==> src/rtl/cfb_pkg.sv <==
// Package for the CAN filter configuration bank: offsets, fields and reset values.
// Assumes a byte-wide register port behind a page select register.
package cfb_pkg;
  // Page window geometry and page numbers.
  localparam int unsigned         PAGE_BYTES      = 16;
  localparam logic [3:0]          PAGE_OFFS_W     = 4'h4;
  localparam logic [2:0]          FILTER_PAGE     = 3'h6;
  // Register offsets: page select outside the window, paged registers inside it.
  localparam logic [4:0]          PAGE_SEL_ADDR   = 5'h0F;
  localparam logic [4:0]          BANK45_ADDR     = 5'h10;
  localparam logic [4:0]          MODE03_ADDR     = 5'h11;
  // Reset values.
  localparam logic [7:0]          BANK45_RESET    = 8'h00;
  localparam logic [7:0]          MODE03_RESET    = 8'h00;
  localparam logic [2:0]          PAGE_SEL_RESET  = 3'h0;
  // Field positions of the bank 4/5 register.
  localparam int unsigned         B5_SCALE_HI     = 6;
  localparam int unsigned         B5_SCALE_LO     = 5;
  localparam int unsigned         B5_ACTIVE_BIT   = 4;
  localparam int unsigned         B4_SCALE_HI     = 2;
  localparam int unsigned         B4_SCALE_LO     = 1;
  localparam int unsigned         B4_ACTIVE_BIT   = 0;
  // Writable bits of the bank 4/5 register; bits 7 and 3 stay zero.
  localparam logic [7:0]          BANK45_WMASK    = 8'h77;
  // Bank count.
  localparam int unsigned         NUM_BANKS       = 6;
endpackage

==> src/rtl/cfb_bank_gate.sv <==
// Per-bank acceptance gate: a bank hit only counts while the bank is active.
// Assumes hit inputs come from comparator logic on the same clock.
`timescale 1ns/10ps
module cfb_bank_gate #(
  parameter int unsigned NB = 6
) (
  // Bank state.
  input  wire logic [NB-1:0] active_i,
  input  wire logic [NB-1:0] hit_i,
  // Gated result.
  output logic      [NB-1:0] accept_o
);
  // Inactive banks never accept, whatever their values hold.
  genvar g;
  for (g = 0; g < NB; g++) begin : g_bank
    assign accept_o[g] = hit_i[g] & active_i[g];
  end
endmodule

==> src/rtl/cfb_config.sv <==
// CAN filter configuration: page select, bank 4/5 setup and bank 0-3 mode registers.
// Assumes a single-cycle byte register port on mclk_i; hits come from same-clock logic.
//
// Summary of operation
// - Six filter banks; banks 4 and 5 have software-configured scale.
// - Setup and mode registers live in 16-byte pages via page select.
// - Bank 4/5 setup bits read/write, reset zero.
// - Setup bits 7 and 3 always read zero.
// - Bits 6:5 bank5 scale, 2:1 bank4 scale.
// - Bank 5 filters only while bit 4 set.
// - Bank 4 filters only while bit 0 set.
// - Mode bit 2n+1 high, 2n low; 1 list.
// - Mode register read/write, resets to zero.
`timescale 1ns/10ps
module cfb_config #(
  parameter int unsigned NUM_BANKS = cfb_pkg::NUM_BANKS
) (
  // Clock and reset.
  input  wire logic                 mclk_i,
  input  wire logic                 rstn_i,
  // Register port.
  input  wire logic [4:0]           addr_i,
  input  wire logic [7:0]           wdata_i,
  input  wire logic                 wr_i,
  input  wire logic                 rd_i,
  output logic      [7:0]           rdata_o,
  // Filter bank controls.
  output logic      [1:0]           bank5_scale_sel_o,
  output logic      [1:0]           bank4_scale_sel_o,
  output logic                      bank5_active_o,
  output logic                      bank4_active_o,
  output logic      [7:0]           bank_list_mode_o,
  output logic      [NUM_BANKS-1:0] bank_active_o,
  // Comparator hits in and gated acceptance out.
  input  wire logic [NUM_BANKS-1:0] bank_hit_i,
  output logic      [NUM_BANKS-1:0] bank_accept_o
);
  logic [2:0] page_sel;
  logic [7:0] filter_bank45_setup;
  logic [7:0] filter_bank0_3_mode;
  logic [7:0] rdata;
  logic [2:0] next_page_sel;
  logic [7:0] next_bank45;
  logic [7:0] next_mode;
  logic [7:0] next_rdata;
  logic       sel_bank45;
  logic       sel_mode;

  // Paged registers only decode while the filter page is selected; the page
  // select itself sits in the common top byte so it is always reachable.
  assign sel_bank45 = (addr_i == cfb_pkg::BANK45_ADDR) &&
                      (page_sel == cfb_pkg::FILTER_PAGE);
  assign sel_mode   = (addr_i == cfb_pkg::MODE03_ADDR) &&
                      (page_sel == cfb_pkg::FILTER_PAGE);

  // Next-state for the registers and the registered read data.
  always_comb begin
    next_page_sel = page_sel;
    next_bank45   = filter_bank45_setup;
    next_mode     = filter_bank0_3_mode;
    next_rdata    = 8'h00;
    if (wr_i) begin
      if (addr_i == cfb_pkg::PAGE_SEL_ADDR) begin
        next_page_sel = wdata_i[2:0];
      end
      if (sel_bank45) begin
        next_bank45 = wdata_i & cfb_pkg::BANK45_WMASK;
      end
      if (sel_mode) begin
        next_mode = wdata_i;
      end
    end
    if (rd_i) begin
      if (addr_i == cfb_pkg::PAGE_SEL_ADDR) begin
        next_rdata = {5'h00, page_sel};
      end else if (sel_bank45) begin
        next_rdata = filter_bank45_setup & cfb_pkg::BANK45_WMASK;
      end else if (sel_mode) begin
        next_rdata = filter_bank0_3_mode;
      end
    end
  end

  // Register stage; all state clears to zero on reset.
  always_ff @(posedge mclk_i or negedge rstn_i) begin
    if (!rstn_i) begin
      page_sel            <= cfb_pkg::PAGE_SEL_RESET;
      filter_bank45_setup <= cfb_pkg::BANK45_RESET;
      filter_bank0_3_mode <= cfb_pkg::MODE03_RESET;
      rdata               <= 8'h00;
    end else begin
      page_sel            <= next_page_sel;
      filter_bank45_setup <= next_bank45;
      filter_bank0_3_mode <= next_mode;
      rdata               <= next_rdata;
    end
  end

  assign rdata_o = rdata;

  // Field outputs decoded straight from the stored register bits.
  assign bank5_scale_sel_o =
    filter_bank45_setup[cfb_pkg::B5_SCALE_HI:cfb_pkg::B5_SCALE_LO];
  assign bank4_scale_sel_o =
    filter_bank45_setup[cfb_pkg::B4_SCALE_HI:cfb_pkg::B4_SCALE_LO];
  assign bank5_active_o    = filter_bank45_setup[cfb_pkg::B5_ACTIVE_BIT];
  assign bank4_active_o    = filter_bank45_setup[cfb_pkg::B4_ACTIVE_BIT];
  // Bit 2n+1 is bank n high half, bit 2n its low half.
  assign bank_list_mode_o  = filter_bank0_3_mode;

  // Banks 0-3 carry no activate bit here, so they are always enabled.
  // Banks 4 and 5 follow their activate bits.
  always_comb begin
    bank_active_o    = '1;
    bank_active_o[4] = bank4_active_o;
    bank_active_o[5] = bank5_active_o;
  end

  // Gate comparator hits so an inactive bank cannot accept a frame.
  cfb_bank_gate #(
    .NB (NUM_BANKS)
  ) u_gate (
    .active_i (bank_active_o),
    .hit_i    (bank_hit_i),
    .accept_o (bank_accept_o)
  );

  // Software is trusted to clear an activate bit before editing bank values;
  // this block has no value registers, so it cannot police that ordering.
  // The outputs only reflect the setting, which the value store can rely on.

  // Reserved bits are cleared on every store, so no write can ever set them.
  a_reserved_zero: assert property (@(posedge mclk_i) disable iff (!rstn_i)
    filter_bank45_setup[7] == 1'b0 && filter_bank45_setup[3] == 1'b0)
    else $error("reserved setup bits set");

  a_setup_write: assert property (@(posedge mclk_i) disable iff (!rstn_i)
    wr_i && sel_bank45 |=> filter_bank45_setup == ($past(wdata_i) & 8'h77))
    else $error("setup write not stored");

  a_mode_write: assert property (@(posedge mclk_i) disable iff (!rstn_i)
    wr_i && sel_mode |=> filter_bank0_3_mode == $past(wdata_i))
    else $error("mode write not stored");

  // Registers hold their value between writes that address them.
  a_setup_hold: assert property (@(posedge mclk_i) disable iff (!rstn_i)
    !(wr_i && sel_bank45) |=> $stable(filter_bank45_setup))
    else $error("setup changed without write");

  a_mode_hold: assert property (@(posedge mclk_i) disable iff (!rstn_i)
    !(wr_i && sel_mode) |=> $stable(filter_bank0_3_mode))
    else $error("mode changed without write");

  // Both registers come out of reset cleared.
  a_reset_clear: assert property (@(posedge mclk_i) disable iff (!rstn_i)
    $rose(rstn_i) |-> filter_bank45_setup == 8'h00 && filter_bank0_3_mode == 8'h00)
    else $error("registers not cleared by reset");

  // Read data stands for one cycle after the strobe and is zero otherwise.
  a_read_setup: assert property (@(posedge mclk_i) disable iff (!rstn_i)
    rd_i && sel_bank45 |=> rdata_o == $past(filter_bank45_setup))
    else $error("setup read wrong");

  a_read_mode: assert property (@(posedge mclk_i) disable iff (!rstn_i)
    rd_i && sel_mode |=> rdata_o == $past(filter_bank0_3_mode))
    else $error("mode read wrong");

  a_rdata_idle: assert property (@(posedge mclk_i) disable iff (!rstn_i)
    !rd_i |=> rdata_o == 8'h00)
    else $error("read data lingered");

  a_unmapped_read: assert property (@(posedge mclk_i) disable iff (!rstn_i)
    rd_i && addr_i != 5'h0F && !sel_bank45 && !sel_mode |=> rdata_o == 8'h00)
    else $error("unmapped read not zero");

  // The page select sits outside the window and is always reachable.
  a_page_write: assert property (@(posedge mclk_i) disable iff (!rstn_i)
    wr_i && addr_i == 5'h0F |=> page_sel == $past(wdata_i[2:0]))
    else $error("page select write lost");

  a_page_read: assert property (@(posedge mclk_i) disable iff (!rstn_i)
    rd_i && addr_i == 5'h0F |=> rdata_o == {5'h00, $past(page_sel)})
    else $error("page select read wrong");

  a_page_gate: assert property (@(posedge mclk_i) disable iff (!rstn_i)
    wr_i && addr_i == 5'h10 && page_sel != 3'h6 |=> $stable(filter_bank45_setup))
    else $error("write leaked past page");

  a_mode_gate: assert property (@(posedge mclk_i) disable iff (!rstn_i)
    wr_i && addr_i == 5'h11 && page_sel != 3'h6 |=> $stable(filter_bank0_3_mode))
    else $error("mode write leaked past page");

  // Field outputs must follow the written bits at their documented places.
  a_scale_fields: assert property (@(posedge mclk_i) disable iff (!rstn_i)
    wr_i && sel_bank45 |=> bank5_scale_sel_o == $past(wdata_i[6:5]) &&
                           bank4_scale_sel_o == $past(wdata_i[2:1]))
    else $error("scale field misplaced");

  a_b5_activate: assert property (@(posedge mclk_i) disable iff (!rstn_i)
    wr_i && sel_bank45 |=> bank5_active_o == $past(wdata_i[4]))
    else $error("bank5 activate bit misplaced");

  a_b4_activate: assert property (@(posedge mclk_i) disable iff (!rstn_i)
    wr_i && sel_bank45 |=> bank4_active_o == $past(wdata_i[0]))
    else $error("bank4 activate bit misplaced");

  a_list_out: assert property (@(posedge mclk_i) disable iff (!rstn_i)
    wr_i && sel_mode |=> bank_list_mode_o == $past(wdata_i))
    else $error("list mode output wrong");

  // Acceptance gating: inactive banks are silent, active banks pass hits.
  a_low_banks_on: assert property (@(posedge mclk_i) disable iff (!rstn_i)
    bank_active_o[3:0] == 4'hF)
    else $error("low bank not enabled");

  a_b5_inactive: assert property (@(posedge mclk_i) disable iff (!rstn_i)
    !filter_bank45_setup[4] |-> !bank_accept_o[5])
    else $error("bank5 accepted inactive");

  a_b4_inactive: assert property (@(posedge mclk_i) disable iff (!rstn_i)
    !filter_bank45_setup[0] |-> !bank_accept_o[4])
    else $error("bank4 accepted inactive");

  a_b5_pass: assert property (@(posedge mclk_i) disable iff (!rstn_i)
    bank5_active_o && bank_hit_i[5] |-> bank_accept_o[5])
    else $error("bank5 hit dropped");

  a_b4_pass: assert property (@(posedge mclk_i) disable iff (!rstn_i)
    bank4_active_o && bank_hit_i[4] |-> bank_accept_o[4])
    else $error("bank4 hit dropped");

  a_accept_hit: assert property (@(posedge mclk_i) disable iff (!rstn_i)
    !(|(bank_accept_o & ~bank_hit_i)))
    else $error("accept without hit");
endmodule

==> config.mk <==
export PLATFORM = sky130hd
export DESIGN_NAME = cfb_config
export DESIGN_NICKNAME = d
export VERILOG_FILES = /design/src/rtl/cfb_pkg.sv /design/src/rtl/cfb_bank_gate.sv /design/src/rtl/cfb_config.sv
export SDC_FILE = /design/constraint.sdc
export NUM_CORES = 1
export LEC_CHECK = 0
export BUFFER_PORTS_ARGS = -buffer_cell sky130_fd_sc_hd__buf_2
export CAP_MARGIN = 10
export CELL_PAD_IN_SITES_DETAIL_PLACEMENT = 1
export CELL_PAD_IN_SITES_GLOBAL_PLACEMENT = 1
export CORE_ASPECT_RATIO = 1.1
export CORE_MARGIN = 5
export CORE_UTILIZATION = 37
export DETAILED_ROUTE_END_ITERATION = 6
export HOLD_SLACK_MARGIN = 0.06
export PLACE_DENSITY_LB_ADDON = 0.1
export SLEW_MARGIN = 10
export SYNTH_ARGS = -nofsm -noshare
export SYNTH_HDL_FRONTEND = slang
export SYNTH_SLANG_ARGS = --single-unit
==> constraint.sdc <==
create_clock -name mclk_i -period 3.27 [get_ports mclk_i]
set_clock_uncertainty 0.15 [all_clocks]
set_input_delay 0.8175 -clock mclk_i [delete_from_list [all_inputs] [get_ports mclk_i]]
set_output_delay 0.8175 -clock mclk_i [all_outputs]
set_load 0.05 [all_outputs]
==> impl_metrics.tcl <==
set metrics [dict create \
    path_clk_slew_ns 0.14 \
    numClockSinks 25 \
    synth_adder_area_share 0 \
    final_area_um2 1390 \
    post_route_cells_drive_above_1_share 0.584 \
    antenna-diode-count 0 \
    synth_cell_type_count 17 \
    routabilityCongestion 0.703 \
    worstMarginPinSlew_ns 0.572 \
    synth_seq_area_share 0.536 \
    grt_overflow 0 \
    ys_seq_elements 25 \
    timing.final.crit_share 0.679 \
    routed_via_density 5.13 \
    synth_common_cells "sky130_fd_sc_hd__dfrtp_1 (25), sky130_fd_sc_hd__mux2_2 (20), sky130_fd_sc_hd__buf_4 (11), sky130_fd_sc_hd__nand3_1 (8)" \
    hp-class "input port to asynchronous set/reset pin" \
    report.final.slew_viol_count 0 \
    largest_family_of_logic_cells_by_synthesized_area "multiplexers" \
    io_buffers 44 \
    effective_utilization_at_floorplan 0.383 \
    first_global_vias 892 \
    wire_per_inst_um 16.5 \
    grt_antenna_before_repair 0 \
    main_flop_type_after_synthesis "sky130_fd_sc_hd__dfrtp_1" \
    layout.cells.non_filler 159 \
    synth_area_leader_cell "sky130_fd_sc_hd__dfrtp_1" \
    y_dimension_of_the_die_um 68.9 \
    timing.max_slew.rel_slack 0.619 \
    top_count_cell_post_synth "sky130_fd_sc_hd__dfrtp_1" \
    crit-reg2reg-launch "page_sel[0]$_DFFE_PN0P_" \
    drc_violation_count_after_routing 0 \
    cts_hold_repair.buffers 0 \
    synthesis.area_per_instance_um2 13.7 \
    first_pass_grt_wire_length_um 4240 \
    register_area_um2 626 \
    setup.worst_path.start_class "input port" \
    number_of_buffers_on_the_longest_clock_path 2 \
    post-route-util 0.456 \
    routed-via-count 815 \
    tritoncts.num_buffers 3 \
    clock_tree.htree_level_count 1 \
    clk_latency_ns 0.33 \
    max-vdd-ir-drop_mv 0.231 \
    layout.filler_cells 340 \
    detail_route.iter0.violations 0 \
    area_share_of_the_largest_cell_type_after_synthesis 0.536 \
    final.setup.tns_ns 0 \
    area_growth_pct 19.2 \
    synthSimpleGateAreaFrac 0.148 \
    synth.area.mux_share 0.219 \
    wl_um 2620 \
    final-hold-violation-count 0 \
    worst-endpoint-required_ns 2.30 \
    critical_path.startpoint "bank_hit_i[4]" \
    synth_compound_area_frac 0.0193 \
    post_synth_edffs 0 \
    synthCells 85 \
    yosys_warnings 0 \
    post_cts.resized_instances 0 \
    finalNetCount 149 \
    static-leakage-power_nw 0.807 \
    crit_path_end_kind "primary output" \
    cts_tree "yes" \
    period_minus_slack_ns 2.22 \
    placed_cells 155 \
    cts.repair_timing.setup_buffer_count 0 \
    cts-root-buf "sky130_fd_sc_hd__clkbuf_4" \
    setup_viol 0 \
    cap_viol_max_count 0 \
    core_um2 3050 \
    outcome "finished clean" \
    worstPathArrival_ns 1.25 \
    crit_path_max_fanout 1 \
    globalRouteTotalUtil 0.126 \
    detailed_place_hpwl_um 2040 \
    unrepaired_setup_endpoints_after_global_routing "false" \
    area_of_the_mapped_netlist_um2 1170 \
    post_synth_xor_area_fraction 0 \
    worstSetupPathType "input port to primary output" \
    async_reset_ff_frac 1.00 \
    area_occupied_by_multi_input_gates_um2 465 \
    fmax_mhz 450 \
    die-width_um 63.6 \
    cellPowerDensity_nw_per_um2 400 \
    top_level_ports 57 \
    place_area_um2 1360 \
    detail_route.first_pass.iterations 1 \
    grt_max_degree 26 \
    synth.top_cells.by_area "sky130_fd_sc_hd__dfrtp_1 (54%), sky130_fd_sc_hd__mux2_2 (19%), sky130_fd_sc_hd__buf_4 (7.1%), sky130_fd_sc_hd__nand3_1 (3.4%), sky130_fd_sc_hd__mux2i_1 (2.6%)" \
    antenna_left 0 \
    fp.dieArea_um2 4380 \
    row_count 21 \
]
cell families (layout without fill, tap and decap cells):
family                 count (synthesis)  after routing
DFF                                   25             25
muxes                                 23             23
AOI/OAI and AO/OA                      3              3
other                                  1              4
buffers and inverters                 12             49
and+or+nand+nor                       21             21
per-layer routing:
layer	global-route usage	share of wire	vias up
li1	-	-	369
met1	0.139	0.38	409
met2	0.226	0.52	32
met3	0.0405	0.081	5
met4	0.0545	0.018	0
met5	0	0	-
final timing paths:
check	to	slack [ns]	cells past startpoint
worst max-delay path	bank_accept_o[4]	1.05	3
worst min-delay path	rdata_o[0]$_DFF_PN0_	0.31	1
worst max register to register	bank_list_mode_o[6]$_DFFE_PN0P_	1.58	4
worst min register to register	filter_bank45_setup[2]$_DFFE_PN0P_	0.40	1
max in group asynchronous	page_sel[1]$_DFFE_PN0P_	2.29	1
min in group mclk_i	filter_bank45_setup[2]$_DFFE_PN0P_	0.40	1
worst max-delay path: stages:
cell and delay, ns:
sky130_fd_sc_hd__buf_2 0.09, sky130_fd_sc_hd__and2_1 0.14, sky130_fd_sc_hd__buf_2 0.20
cell usage in the layout, fill, tap and decap left out:
master and instances:
sky130_fd_sc_hd__buf_2 44, sky130_fd_sc_hd__dfrtp_1 25, sky130_fd_sc_hd__mux2_2 20, sky130_fd_sc_hd__nand3_1 8, sky130_fd_sc_hd__conb_1 4, sky130_fd_sc_hd__mux2i_1 3
sky130_fd_sc_hd__nor2_1 3, sky130_fd_sc_hd__a21boi_0 3, sky130_fd_sc_hd__clkbuf_4 3, sky130_fd_sc_hd__and4_1 2, sky130_fd_sc_hd__and2_1 2, sky130_fd_sc_hd__nor4bb_1 1
sky130_fd_sc_hd__nor3b_4 1, sky130_fd_sc_hd__and2_2 1, sky130_fd_sc_hd__and4b_1 1, sky130_fd_sc_hd__nand4_4 1, sky130_fd_sc_hd__nand4b_4 1, sky130_fd_sc_hd__clkinvlp_4 1
sky130_fd_sc_hd__buf_4 1
stage by stage:
| step | total power (W) | hold slack [ns] | worst slack (ns) |
|---|---|---|---|
| after floorplan | 0.000402 | 0.344 | 1.07 |
| after global placement | 0.000414 | 0.360 | 1.06 |
| after detailed placement | 0.000417 | 0.370 | 1.05 |
| after CTS | 0.000563 | 0.321 | 1.05 |
| after global routing | 0.000585 | 0.336 | 0.997 |
| final | 0.000556 | 0.310 | 1.05 |
report_power, final:
part	switching (W)	leakage, nW	internal (W)
logic	0.0000527	0.448	0.0000274
clock network	0.0000996	0.0139	0.0000469
registers	0.00000913	0.345	0.000320
cell type report:
| class | instances | share of cell area |
|---|---|---|
| sequential | 25 | 0.450 |
| multi-input combinational | 51 | 0.335 |
| timing repair buffer | 45 | 0.164 |
| tap | 34 | 0.0306 |
| clock buffer | 3 | 0.0162 |
| clock inverter | 1 | 0.00540 |
sequential cells by signal (all words and copies together) (netlist names):
name	count
filter_bank45_setup	6
bank_list_mode_o	8
page_sel	3
rdata_o	8
Power figures use the tool's default switching activity.
